`src/hcd_consts.svh`:
```
// constants for the hall commutation drive
// Contract
// - the run lamp is on while the motor runs and off while it is stopped.
// - the fault lamp is on while an error is held and off in normal operation.
// - a press of the fault clear button leaves the error state for normal operation.
// - the run toggle switch is the start and stop command of the motor.
// - a low switch level requests start and a change to high requests stop.
// - the three high side gate outputs are active low.
// - the three low side gate outputs are active high.
// - high and low side gating is complementary with dead time from an up/down carrier.
// - an overcurrent falling edge or an output short puts all six gate pins in high impedance.
// - each of the three hall inputs raises an event on both edges.
// - each hall event samples the speed timer, reads hall levels and updates the pattern.
// - while running, 200 ms without a hall event flags an error and stops the drive.
// - compare match channel 0 gives a periodic event every 1 ms.
// - compare match channel 1 free runs for speed measurement with no interrupt.
// - speed command, three currents and bus voltage are converted in one hardware triggered scan.
`ifndef HCD_CONSTS_SVH
`define HCD_CONSTS_SVH
`define HCD_CLK_PERIOD_NS   50
`define HCD_TICK_NS         1000000
`define HCD_TICK_CYCLES     (`HCD_TICK_NS / `HCD_CLK_PERIOD_NS)
`define HCD_TIMEOUT_MS      200
`define HCD_CARRIER_NS      50000
`define HCD_PWM_HALF        10'((`HCD_CARRIER_NS / `HCD_CLK_PERIOD_NS) / 2)
`define HCD_ADC_CHANNELS    5
`define HCD_SYNC_RESET      7'h38
`define HCD_REG_CTRL        8'h00
`define HCD_REG_DUTY        8'h04
`define HCD_REG_DEADTIME    8'h08
`define HCD_REG_STATUS      8'h0c
`define HCD_REG_MASK        8'h10
`define HCD_REG_STATE       8'h14
`define HCD_REG_SPEED_PER   8'h18
`define HCD_REG_SPEED_TMR   8'h1c
`define HCD_REG_ADC_BASE    8'h20
`define HCD_DUTY_RESET      10'h000
`define HCD_DEADTIME_RESET  8'h14
`define HCD_ST_HALL_EDGE    0
`define HCD_ST_TICK         1
`define HCD_ST_SCAN_DONE    2
`define HCD_ST_OVERCURRENT  3
`define HCD_ST_SHORT        4
`define HCD_ST_TIMEOUT      5
`define HCD_ST_HALL_BAD     6
`define HCD_STATUS_BITS     7
`endif

```
`src/hcd_pkg.sv`:
```
// types for the hall commutation drive
package hcd_pkg;
    typedef enum logic [1:0] {hcd_stop, hcd_run, hcd_error} hcd_state_t;
    typedef enum logic [1:0] {hcd_off, hcd_pwm, hcd_low} hcd_drive_t;
    typedef enum logic [1:0] {hcd_idle, hcd_hold, hcd_conv} hcd_scan_t;
endpackage

```
`src/hcd_drive.sv`:
```
// hall commutation drive: gating, protection, timers, conversion scan, panel
`timescale 1ns/1ps
`include "hcd_consts.svh"
module hcd_drive #(
    parameter int unsigned TICK_CYCLES = `HCD_TICK_CYCLES
) (
    input  wire logic              clk,
    input  wire logic              rst_b,
    input  wire logic [7:0]        addr,
    input  wire logic [31:0]       wdata,
    input  wire logic              wr,
    input  wire logic              rd,
    output logic [31:0]            rdata,
    output logic                   irq,
    input  wire logic              run_toggle_switch,
    input  wire logic              fault_clear_button_n,
    output logic                   run_lamp,
    output logic                   fault_lamp,
    input  wire logic              overcurrent_stop_n,
    input  wire logic              output_short,
    input  wire logic              hall_phase_a,
    input  wire logic              hall_phase_b,
    input  wire logic              hall_phase_c,
    output logic                   high_side_a_gate_n,
    output logic                   high_side_b_gate_n,
    output logic                   high_side_c_gate_n,
    output logic                   low_side_a_gate,
    output logic                   low_side_b_gate,
    output logic                   low_side_c_gate,
    output logic                   gate_oe,
    output logic                   adc_sample_hold,
    output logic                   adc_start,
    output logic [2:0]             adc_channel,
    input  wire logic              adc_done,
    input  wire logic [11:0]       adc_data
);
    import hcd_pkg::*;

    // pattern for one phase; reverse swaps the driven and sinking phase
    function automatic hcd_drive_t phase_drive(input logic [2:0] hall, input logic rev, input int ph);
        logic [1:0] src;
        logic [1:0] snk;
        hcd_drive_t d;
        src = 2'd3;
        snk = 2'd3;
        case (hall)
            3'h1: begin src = 2'd0; snk = 2'd1; end
            3'h3: begin src = 2'd0; snk = 2'd2; end
            3'h2: begin src = 2'd1; snk = 2'd2; end
            3'h6: begin src = 2'd1; snk = 2'd0; end
            3'h4: begin src = 2'd2; snk = 2'd0; end
            3'h5: begin src = 2'd2; snk = 2'd1; end
            default: begin src = 2'd3; snk = 2'd3; end
        endcase
        d = hcd_off;
        if (int'(rev ? snk : src) == ph) begin
            d = hcd_pwm;
        end else if (int'(rev ? src : snk) == ph) begin
            d = hcd_low;
        end
        return d;
    endfunction

    function automatic logic hall_valid(input logic [2:0] hall);
        return (hall != 3'h0) && (hall != 3'h7);
    endfunction

    // two-flop synchronisers for the panel, protection and hall inputs; the converter inputs are not synchronised
    logic [6:0]  raw;
    logic [6:0]  sync1;
    logic [6:0]  sync2;
    logic [6:0]  sync3;
    assign raw = {output_short, overcurrent_stop_n, fault_clear_button_n, run_toggle_switch,
                  hall_phase_c, hall_phase_b, hall_phase_a};
    always_ff @(posedge clk) begin
        if (!rst_b) begin
            sync1 <= `HCD_SYNC_RESET;
            sync2 <= `HCD_SYNC_RESET;
            sync3 <= `HCD_SYNC_RESET;
        end else begin
            sync1 <= raw;
            sync2 <= sync1;
            sync3 <= sync2;
        end
    end

    logic [2:0]  hall_now;
    logic        hall_edge;
    logic        run_req;
    logic        clear_press;
    logic        ocp_fall;
    logic        short_event;
    assign hall_now    = sync2[2:0];
    assign hall_edge   = |(sync2[2:0] ^ sync3[2:0]);
    assign run_req     = !sync2[3];
    assign clear_press = !sync2[4] && sync3[4];
    assign ocp_fall    = !sync2[5] && sync3[5];
    assign short_event = sync2[6] && !sync3[6];

    // software registers
    logic                        ctrl_reverse;
    logic [9:0]                  duty;
    logic [7:0]                  deadtime;
    logic [`HCD_STATUS_BITS-1:0] status;
    logic [`HCD_STATUS_BITS-1:0] mask;
    logic [`HCD_STATUS_BITS-1:0] events;
    always_ff @(posedge clk) begin
        if (!rst_b) begin
            ctrl_reverse <= 1'b0;
            duty         <= `HCD_DUTY_RESET;
            deadtime     <= `HCD_DEADTIME_RESET;
            mask         <= '0;
        end else if (wr) begin
            if (addr == `HCD_REG_CTRL) begin
                ctrl_reverse <= wdata[0];
            end else if (addr == `HCD_REG_DUTY) begin
                duty <= wdata[9:0];
            end else if (addr == `HCD_REG_DEADTIME) begin
                deadtime <= wdata[7:0];
            end else if (addr == `HCD_REG_MASK) begin
                mask <= wdata[`HCD_STATUS_BITS-1:0];
            end
        end
    end

    // sticky status; a new event wins over a write-one clear
    always_ff @(posedge clk) begin
        if (!rst_b) begin
            status <= '0;
        end else if (wr && addr == `HCD_REG_STATUS) begin
            status <= (status & ~wdata[`HCD_STATUS_BITS-1:0]) | events;
        end else begin
            status <= status | events;
        end
    end
    assign irq = |(status & mask);

    // compare match channel 0: 1 ms tick
    logic [31:0] tick_cnt;
    logic        tick;
    always_ff @(posedge clk) begin
        if (!rst_b) begin
            tick_cnt <= '0;
            tick     <= 1'b0;
        end else if (tick_cnt == TICK_CYCLES - 1) begin
            tick_cnt <= '0;
            tick     <= 1'b1;
        end else begin
            tick_cnt <= tick_cnt + 32'd1;
            tick     <= 1'b0;
        end
    end

    // compare match channel 1: free running, raises no status bit
    logic [15:0] speed_tmr;
    logic [15:0] speed_cap;
    logic [15:0] speed_per;
    logic [2:0]  hall_pos;
    always_ff @(posedge clk) begin
        if (!rst_b) begin
            speed_tmr <= '0;
        end else begin
            speed_tmr <= speed_tmr + 16'd1;
        end
    end

    always_ff @(posedge clk) begin
        if (!rst_b) begin
            speed_cap <= '0;
            speed_per <= '0;
            hall_pos  <= '0;
        end else if (hall_edge) begin
            speed_cap <= speed_tmr;
            speed_per <= speed_tmr - speed_cap;
            hall_pos  <= hall_now;
        end
    end

    // drive state and protection
    hcd_state_t  state;
    logic        hiz;
    logic [7:0]  idle_ms;
    logic        timeout;
    logic        hall_bad;
    logic        fault;
    assign timeout  = (state == hcd_run) && (idle_ms == 8'(`HCD_TIMEOUT_MS));
    assign hall_bad = (state == hcd_run) && hall_edge && !hall_valid(hall_now);
    assign fault    = timeout || hall_bad || ocp_fall || short_event;

    always_ff @(posedge clk) begin
        if (!rst_b) begin
            idle_ms <= '0;
        end else if (state != hcd_run || hall_edge) begin
            idle_ms <= '0;
        end else if (tick && !timeout) begin
            idle_ms <= idle_ms + 8'd1;
        end
    end

    always_ff @(posedge clk) begin
        if (!rst_b) begin
            hiz <= 1'b0;
        end else if (ocp_fall || short_event) begin
            hiz <= 1'b1;
        end else if (state == hcd_error && clear_press) begin
            hiz <= 1'b0;
        end
    end

    always_ff @(posedge clk) begin
        if (!rst_b) begin
            state <= hcd_stop;
        end else begin
            case (state)
                hcd_stop: begin
                    if (fault) begin
                        state <= hcd_error;
                    end else if (run_req && hall_valid(hall_now)) begin
                        state <= hcd_run;
                    end
                end
                hcd_run: begin
                    if (fault) begin
                        state <= hcd_error;
                    end else if (!run_req) begin
                        state <= hcd_stop;
                    end
                end
                default: begin
                    // a fault in the clearing cycle keeps the error
                    if (clear_press && !fault) begin
                        state <= hcd_stop;
                    end
                end
            endcase
        end
    end

    always_ff @(posedge clk) begin
        if (!rst_b) begin
            run_lamp   <= 1'b0;
            fault_lamp <= 1'b0;
        end else begin
            run_lamp   <= (state == hcd_run);
            fault_lamp <= (state == hcd_error);
        end
    end

    // triangle carrier, counts 0 up to half and back
    logic [9:0]  carrier;
    logic        down;
    logic        pwm_on;
    always_ff @(posedge clk) begin
        if (!rst_b) begin
            carrier <= '0;
            down    <= 1'b0;
        end else if (!down) begin
            carrier <= carrier + 10'd1;
            down    <= (carrier == `HCD_PWM_HALF - 10'd1);
        end else begin
            carrier <= carrier - 10'd1;
            down    <= (carrier != 10'd1);
        end
    end
    assign pwm_on = carrier < duty;

    // per-phase complementary gating with dead time
    logic [2:0]  hi_on;
    logic [2:0]  lo_on;
    for (genvar i = 0; i < 3; i++) begin : g_phase
        hcd_drive_t drv;
        logic       want_hi;
        logic       want_lo;
        logic       prev_hi;
        logic       prev_lo;
        logic [7:0] dt;
        logic       hi_q;
        logic       lo_q;
        assign drv     = phase_drive(hall_pos, ctrl_reverse, i);
        assign want_hi = (state == hcd_run) && drv == hcd_pwm && pwm_on;
        assign want_lo = (state == hcd_run) && (drv == hcd_low || (drv == hcd_pwm && !pwm_on));
        always_ff @(posedge clk) begin
            if (!rst_b) begin
                prev_hi <= 1'b0;
                prev_lo <= 1'b0;
                dt      <= '0;
                hi_q    <= 1'b0;
                lo_q    <= 1'b0;
            end else begin
                prev_hi <= want_hi;
                prev_lo <= want_lo;
                // turn-off is immediate, turn-on waits out the dead time
                if (want_hi != prev_hi || want_lo != prev_lo) begin
                    dt   <= deadtime;
                    hi_q <= 1'b0;
                    lo_q <= 1'b0;
                end else if (dt != 8'h00) begin
                    dt   <= dt - 8'd1;
                    hi_q <= 1'b0;
                    lo_q <= 1'b0;
                end else begin
                    hi_q <= want_hi;
                    lo_q <= want_lo;
                end
            end
        end
        assign hi_on[i] = hi_q;
        assign lo_on[i] = lo_q;
    end

    always_ff @(posedge clk) begin
        if (!rst_b) begin
            high_side_a_gate_n <= 1'b1;
            high_side_b_gate_n <= 1'b1;
            high_side_c_gate_n <= 1'b1;
            low_side_a_gate    <= 1'b0;
            low_side_b_gate    <= 1'b0;
            low_side_c_gate    <= 1'b0;
            gate_oe            <= 1'b1;
        end else begin
            high_side_a_gate_n <= !hi_on[0];
            high_side_b_gate_n <= !hi_on[1];
            high_side_c_gate_n <= !hi_on[2];
            low_side_a_gate    <= lo_on[0];
            low_side_b_gate    <= lo_on[1];
            low_side_c_gate    <= lo_on[2];
            gate_oe            <= !hiz && !ocp_fall && !short_event;
        end
    end

    // single scan of five channels, started at the carrier peak
    hcd_scan_t   scan;
    logic [2:0]  scan_idx;
    logic        scan_done;
    logic [11:0] adc_res [`HCD_ADC_CHANNELS];
    logic        trigger;
    assign trigger = down && carrier == `HCD_PWM_HALF;
    always_ff @(posedge clk) begin
        if (!rst_b) begin
            scan            <= hcd_idle;
            scan_idx        <= '0;
            scan_done       <= 1'b0;
            adc_sample_hold <= 1'b0;
            adc_start       <= 1'b0;
            adc_channel     <= '0;
            for (int k = 0; k < `HCD_ADC_CHANNELS; k++) begin
                adc_res[k] <= '0;
            end
        end else begin
            adc_sample_hold <= 1'b0;
            adc_start       <= 1'b0;
            scan_done       <= 1'b0;
            case (scan)
                hcd_idle: begin
                    // a trigger during a running scan is dropped
                    if (trigger) begin
                        adc_sample_hold <= 1'b1;
                        scan_idx        <= '0;
                        scan            <= hcd_hold;
                    end
                end
                hcd_hold: begin
                    adc_start   <= 1'b1;
                    adc_channel <= scan_idx;
                    scan        <= hcd_conv;
                end
                default: begin
                    if (adc_done) begin
                        adc_res[scan_idx] <= adc_data;
                        if (scan_idx == 3'(`HCD_ADC_CHANNELS - 1)) begin
                            scan_done <= 1'b1;
                            scan      <= hcd_idle;
                        end else begin
                            scan_idx <= scan_idx + 3'd1;
                            scan     <= hcd_hold;
                        end
                    end
                end
            endcase
        end
    end

    always_comb begin
        events = '0;
        events[`HCD_ST_HALL_EDGE]   = hall_edge;
        events[`HCD_ST_TICK]        = tick;
        events[`HCD_ST_SCAN_DONE]   = scan_done;
        events[`HCD_ST_OVERCURRENT] = ocp_fall;
        events[`HCD_ST_SHORT]       = short_event;
        events[`HCD_ST_TIMEOUT]     = timeout;
        events[`HCD_ST_HALL_BAD]    = hall_bad;
    end

    // read port, data one cycle after the strobe
    logic [31:0] next_rdata;
    always_comb begin
        next_rdata = '0;
        if (addr == `HCD_REG_CTRL) begin
            next_rdata = {31'h0, ctrl_reverse};
        end else if (addr == `HCD_REG_DUTY) begin
            next_rdata = {22'h0, duty};
        end else if (addr == `HCD_REG_DEADTIME) begin
            next_rdata = {24'h0, deadtime};
        end else if (addr == `HCD_REG_STATUS) begin
            next_rdata = {25'h0, status};
        end else if (addr == `HCD_REG_MASK) begin
            next_rdata = {25'h0, mask};
        end else if (addr == `HCD_REG_STATE) begin
            next_rdata = {24'h0, hiz, hall_pos, 2'h0, state};
        end else if (addr == `HCD_REG_SPEED_PER) begin
            next_rdata = {16'h0, speed_per};
        end else if (addr == `HCD_REG_SPEED_TMR) begin
            next_rdata = {16'h0, speed_tmr};
        end else if (addr >= `HCD_REG_ADC_BASE && addr < `HCD_REG_ADC_BASE + 8'd20 && addr[1:0] == 2'h0) begin
            next_rdata = {20'h0, adc_res[3'(addr[4:2])]};
        end
    end

    always_ff @(posedge clk) begin
        if (!rst_b) begin
            rdata <= '0;
        end else if (rd) begin
            rdata <= next_rdata;
        end else begin
            rdata <= '0;
        end
    end
endmodule // hcd_drive

```
`config.mk`:
```
export PLATFORM = sky130hd
export DESIGN_NAME = hcd_drive
export DESIGN_NICKNAME = d
export VERILOG_FILES = /design/src/hcd_pkg.sv /design/src/hcd_drive.sv
export VERILOG_INCLUDE_DIRS = /design/src
export SDC_FILE = /design/constraint.sdc
export NUM_CORES = 1
export LEC_CHECK = 0
export ABC_AREA = 1
export BUFFER_PORTS_ARGS = -buffer_cell sky130_fd_sc_hd__buf_4
export CAP_MARGIN = 15
export CORE_MARGIN = 2
export CORE_UTILIZATION = 40
export DETAILED_ROUTE_END_ITERATION = 16
export SLEW_MARGIN = 20
export SYNTH_ARGS = -nofsm -noshare
export SYNTH_HDL_FRONTEND = slang
export SYNTH_SLANG_ARGS = --single-unit
```
`constraint.sdc`:
```
create_clock -name clk -period 2.5 [get_ports clk]
set_input_delay 0.25 -clock clk [delete_from_list [all_inputs] [get_ports clk]]
set_output_delay 0.25 -clock clk [all_outputs]
set_load 0.01 [all_outputs]
```
=== Word level (Yosys, flattened, before mapping) ===
Memories as Yosys holds them, arrays and structs flattened.
Index checks and enable logic that the tools add are counted.
Widths: inputs -> output; s select.

* Bits in registers: 248
* Bits in writable memories: 60
* Input port bits: 64
* Output and inout port bits: 47
* Word-level logic and storage cells: 279
* Memories kept: 1

{| class="wikitable"
|+ Memory list
! memory !! words !! width !! read ports !! clocked after Yosys merged registers in !! wr ports !! line !! text
|-
| adc_res || 5 || 12 || 1 || 0 || 5 || hcd_drive.sv:335 || <nowiki>logic [11:0] adc_res [`HCD_ADC_CHANNELS];</nowiki>
|}

* Add/subtract/negate cells: 10
* $lt $le $gt $ge: 3
* Equality and inequality tests: 44
* Mux-type cells: 56
* Bitwise operators: 13
* Reductions and logical operators: 99

{| class="wikitable"
|+ Operators by type and width
! operator !! number
|-
| $eq 32x2->1 const B || 2
|-
| $logic_not 32->1 || 2
|-
| $mux 10 || 6
|-
| $mux 8 || 6
|-
| $add 32x1->32 const B || 1
|-
| $eq 32x15->1 const B || 1
|-
| $eq 8x5->1 const B || 4
|-
| $mux 16 || 2
|-
| $mux 2 || 15
|-
| $logic_and 1x1->1 || 29
|-
| $mux 12 || 2
|-
| $reduce_bool 8->1 || 3
|-
| $sub 8x1->8 const B || 3
|-
| $eq 10x9->1 const B || 2
|-
| $reduce_or 2->1 || 9
|-
| $add 16x1->16 const B || 1
|-
| $eq 8x4->1 const B || 2
|-
| $sub 16x16->16 || 1
|-
| $mux 1 || 15
|-
| $reduce_or 3->1 || 5
|-
| $and 7x7->7 || 2
|-
| $logic_not 1->1 || 14
|-
| $or 7x7->7 || 2
|-
| $eq 2x2->1 const B || 6
|-
| 40 further kinds || 90
|}

=== Logic depth before layout (Yosys ltp) ===
* Word-level depth: 14
* Depth in mapped cells: 18
* Gate-level depth less buffers: 18

=== Worst setup path before layout ===
Ideal clock, no wire load.

* Kind: register to register
* Start point: register speed_tmr[0]
* End point: register speed_per[10]
* Setup time: 0.056 ns
* Data arrival time: 2.047 ns
* Data required time: 2.444 ns
* Setup slack: 0.397 ns
* Cell stages (with the launch flop): 13
* Buffers on the path: 0
* Clock period less this slack: 2.103 ns
* Path through: dfxtp_1 inv_1 ha_1 fa_1 nand3b_1 nand2_1 a21boi_0 o21ai_0 nand2_1 a21o_1 nand3_1 nand2_1 inv_1

* Cells in the longest elaborated chain, start to end: 1

{| class="wikitable"
|+ RTL lines
! what !! line !! text
|-
| start: declaration || hcd_drive.sv:155 || <nowiki>logic [15:0] speed_tmr;</nowiki>
|-
| start signal: assignment || hcd_drive.sv:163 || <nowiki>speed_tmr <= speed_tmr + 16'd1;</nowiki>
|-
| $sub 16x16->16 || hcd_drive.sv:174 || <nowiki>speed_per <= speed_tmr - speed_cap;</nowiki>
|-
| end signal: assignment || hcd_drive.sv:174 ||
|-
| end: declaration || hcd_drive.sv:157 || <nowiki>logic [15:0] speed_per;</nowiki>
|}

Every way passes these cells.
A chain may end at the register's enable or synchronous reset.

=== Worst setup path in the final report ===
* Start point: register speed_tmr[0]
* End point: register speed_per[14]

The elaborated chain is that of the path after synthesis.

==> results.tsv <==
metric	value	unit
outcome	finished, final reports clean	
io_pins	111	
final.period_utilization	0.921	
setup_viol	0	
drt_iter0_drc	955	
grt_start_max_net_pins	121	
min_period	2.30	ns
min_path_type	in -> reg	
cts_buffers	37	
r2r_end	speed_per[14]	
postLayoutCoreUtil	0.479	
worstSetupEndpoint	speed_per[14]	
synth_top_cell_by_area	dfxtp_1	
cts.sink_count	327	
r2r_slack	0.20	ns
wl	38400	µm
antenna_found_initial	1	
synth_common_cells	310 x nand2_1, 268 x inv_1, 231 x dfxtp_1, 210 x nor2_1, 141 x a21oi_1	
synth_seq_cells	327	
fin_nets	2113	
worstSkewPairLatency	0.56	ns
rows	71	
clk_path_buf_depth	3	
synth_ff_type	dfxtp_1	
r2r_cells	12	
die_x	199	µm
grt_overflow	0	
yosysMostFrequentCell	nand2_1	
core_area	37600	µm²
grt_pass1_vias	12000	
drive_above_1_share	0.120	
avgRoutedWirePerCell	15.1	µm
start_util	0.406	
slew_headroom	0.563	
async_flop_share	0	
cp-startpoint	speed_tmr[0]	
cts_tree	yes	
synth_xor_area_frac	0.0207	
fp.dieH	199	µm
grt_pass1_wl	61300	µm
crit_type	reg -> reg	
rsz0062_at_grt	no	
vias_per_cell	4.96	
synth_top_family_by_area	simple AND/OR/NAND/NOR gates	
hold_slack	0.0154	ns
crit_path_max_fanout	5	
startpoint_type	flop	
cts_root_buf	clkbuf_16	
slew_violations	0	
tightestPinTransition	0.654	ns
critPathArrivalTime	2.75	ns
avgSynthCellArea	8.07	µm²
fmaxAchievable	434	MHz
skew	0.0146	ns
synth_top_area_share	0.303	
netlist_area	15200	µm²
synthAdderAreaFrac	0.0317	
track_usage	0.196	
synth_compound_area_frac	0.132	
drv_cap	0	
irDropWorstVdd	503	µV
route.detailed.drc	0	
htree_levels	2	
dp_hpwl	27100	µm
worst_slack	0.197	ns
place_area	16400	µm²
synth_cells	1890	
seqCellArea	7510	µm²
synth_mux_area_frac	0	
dp_cells	2455	
vias	12700	
nFillCells	3668	
synth_edf_count	96	
total_power	13.7	mW
crit_required	2.95	ns
tns	0	ns
gp_congestion	0.899	
multi_input_comb_area	6420	µm²
yosys.area_share.simple	0.232	
ys_top_cells_by_area	dfxtp_1 30%, edfxtp_1 19%, nand2_1 7.6%, inv_1 6.6%, nor2_1 5.2%	
endpoint_kind	flop	
hold_viol_final	0	
dp_slack	0.219	ns
power_density	763	nW/µm²
synth_warnings	0	
synthToLayoutAreaGrowth	18.1	%
r2r-start	speed_tmr[0]	
instances_no_fill	2552	
hold_depth	3	
firstDrtPassIters	5	
leakagePower	7.51	nW
fin_area	18000	µm²
ys_types	53	
portBuffers	72	
ant_nets	0	
path_clk_slew	0.06	ns
yosysSeqAreaShare	0.492	
fp.dieArea	39700	µm²
sequential cells by signal, indices dropped and copies added, names as in the netlist, 6 cells and up:
| signal | cells |
|---|---|
| adc_res | 96 |
| carrier | 10 |
| deadtime | 8 |
| duty | 10 |
| g_phase.dt | 24 |
| idle_ms | 8 |
| mask | 7 |
| rdata | 16 |
| speed_cap | 16 |
| speed_per | 16 |
| speed_tmr | 16 |
| status | 7 |
| sync1 | 7 |
| sync2 | 7 |
| sync3 | 6 |
| tick_cnt | 32 |
cells in the final DEF, fill, tap and decap left out, drive strengths merged, types with 4 or more instances in the layout:
cell type    Yosys  layout
inv            274     278
a211oi           6       6
nor4             9       9
nor3b            8       8
nand2          333     333
clkbuf          31      48
conb             1      16
xor2            22      22
ha              37      37
buf             37     108
o21a             4       4
dlygate4sd3      0      27
nand4           42      42
o211ai          11      11
a21oi          143     143
nor3            50      50
xnor2           14      14
o22ai           36      36
o21ai          138     138
nor2           222     222
edfxtp          96      96
o21bai           7       7
or2             17      17
dfxtp          231     231
nand3           96      96
clkinv           0      10
critical path, cell delays in order (launching register included):
cell and delay, ns:
dfxtp_1 0.39, inv_1 0.08, ha_1 0.22, fa_1 0.41, nand3b_1 0.17, nand2_1 0.15
a21boi_0 0.13, buf_4 0.16, nand3b_1 0.14, nand2_1 0.11, xor2_1 0.07, o21bai_1 0.12
inv_1 0.05
worst min path at each step:
| stage | from | to | slack (ns) |
|---|---|---|---|
| finish | wdata[4] | mask[4] | 0.02 |
| CTS | wdata[4] | mask[4] | 0.006 |
| floorplan | hall_phase_a | sync1[0] | 0.35 |
| detailed placement | g_phase[0].hi_q | high_side_a_gate_n | 0.36 |
| global placement | g_phase[0].hi_q | high_side_a_gate_n | 0.36 |
| global route | wdata[2] | duty[2] | 0.03 |
cell type report:
type / instances / area share
Antenna cell: 1 / 0.000139
Inverter: 274 / 0.0571
Tap cell: 511 / 0.0355
Multi-Input combinational cell: 1236 / 0.357
Sequential cell: 327 / 0.417
Clock inverter: 20 / 0.0115
Clock buffer: 48 / 0.0582
Timing Repair Buffer: 135 / 0.0635
cells by family after synthesis:
family | Yosys count
other | 1
adder cells (fa/ha/maj) | 38
flip-flops | 327
AND/OR/NAND/NOR | 781
buffers and inverters | 342
AO/OA/AOI/OAI | 365
XOR/XNOR | 36
power breakdown:
group	total, mW	leakage [nW]	internal, mW	switching, mW
combinational	2.22	4.07	0.898	1.32
sequential	5.96	2.82	5.77	0.189
clock	5.56	0.620	3.30	2.26
total	13.7	7.51	9.97	3.77
layer usage:
metal,up-vias,GRT usage,wire length (µm)
met5,-,0,0
met2,288,0.317,17400
li1,6476,-,-
met4,0,0.0713,1160
met3,77,0.0402,2150
met1,5829,0.258,17800
repair_timing:
item | CTS | global route
endpoints found under the setup margin | 0 | 24
endpoints found under the hold margin | 53 | 0
buffers inserted | 0 | 1
hold buffers | 27 | 0
gates resized for setup | 0 | 2
(Power assumes the default switching activity.)
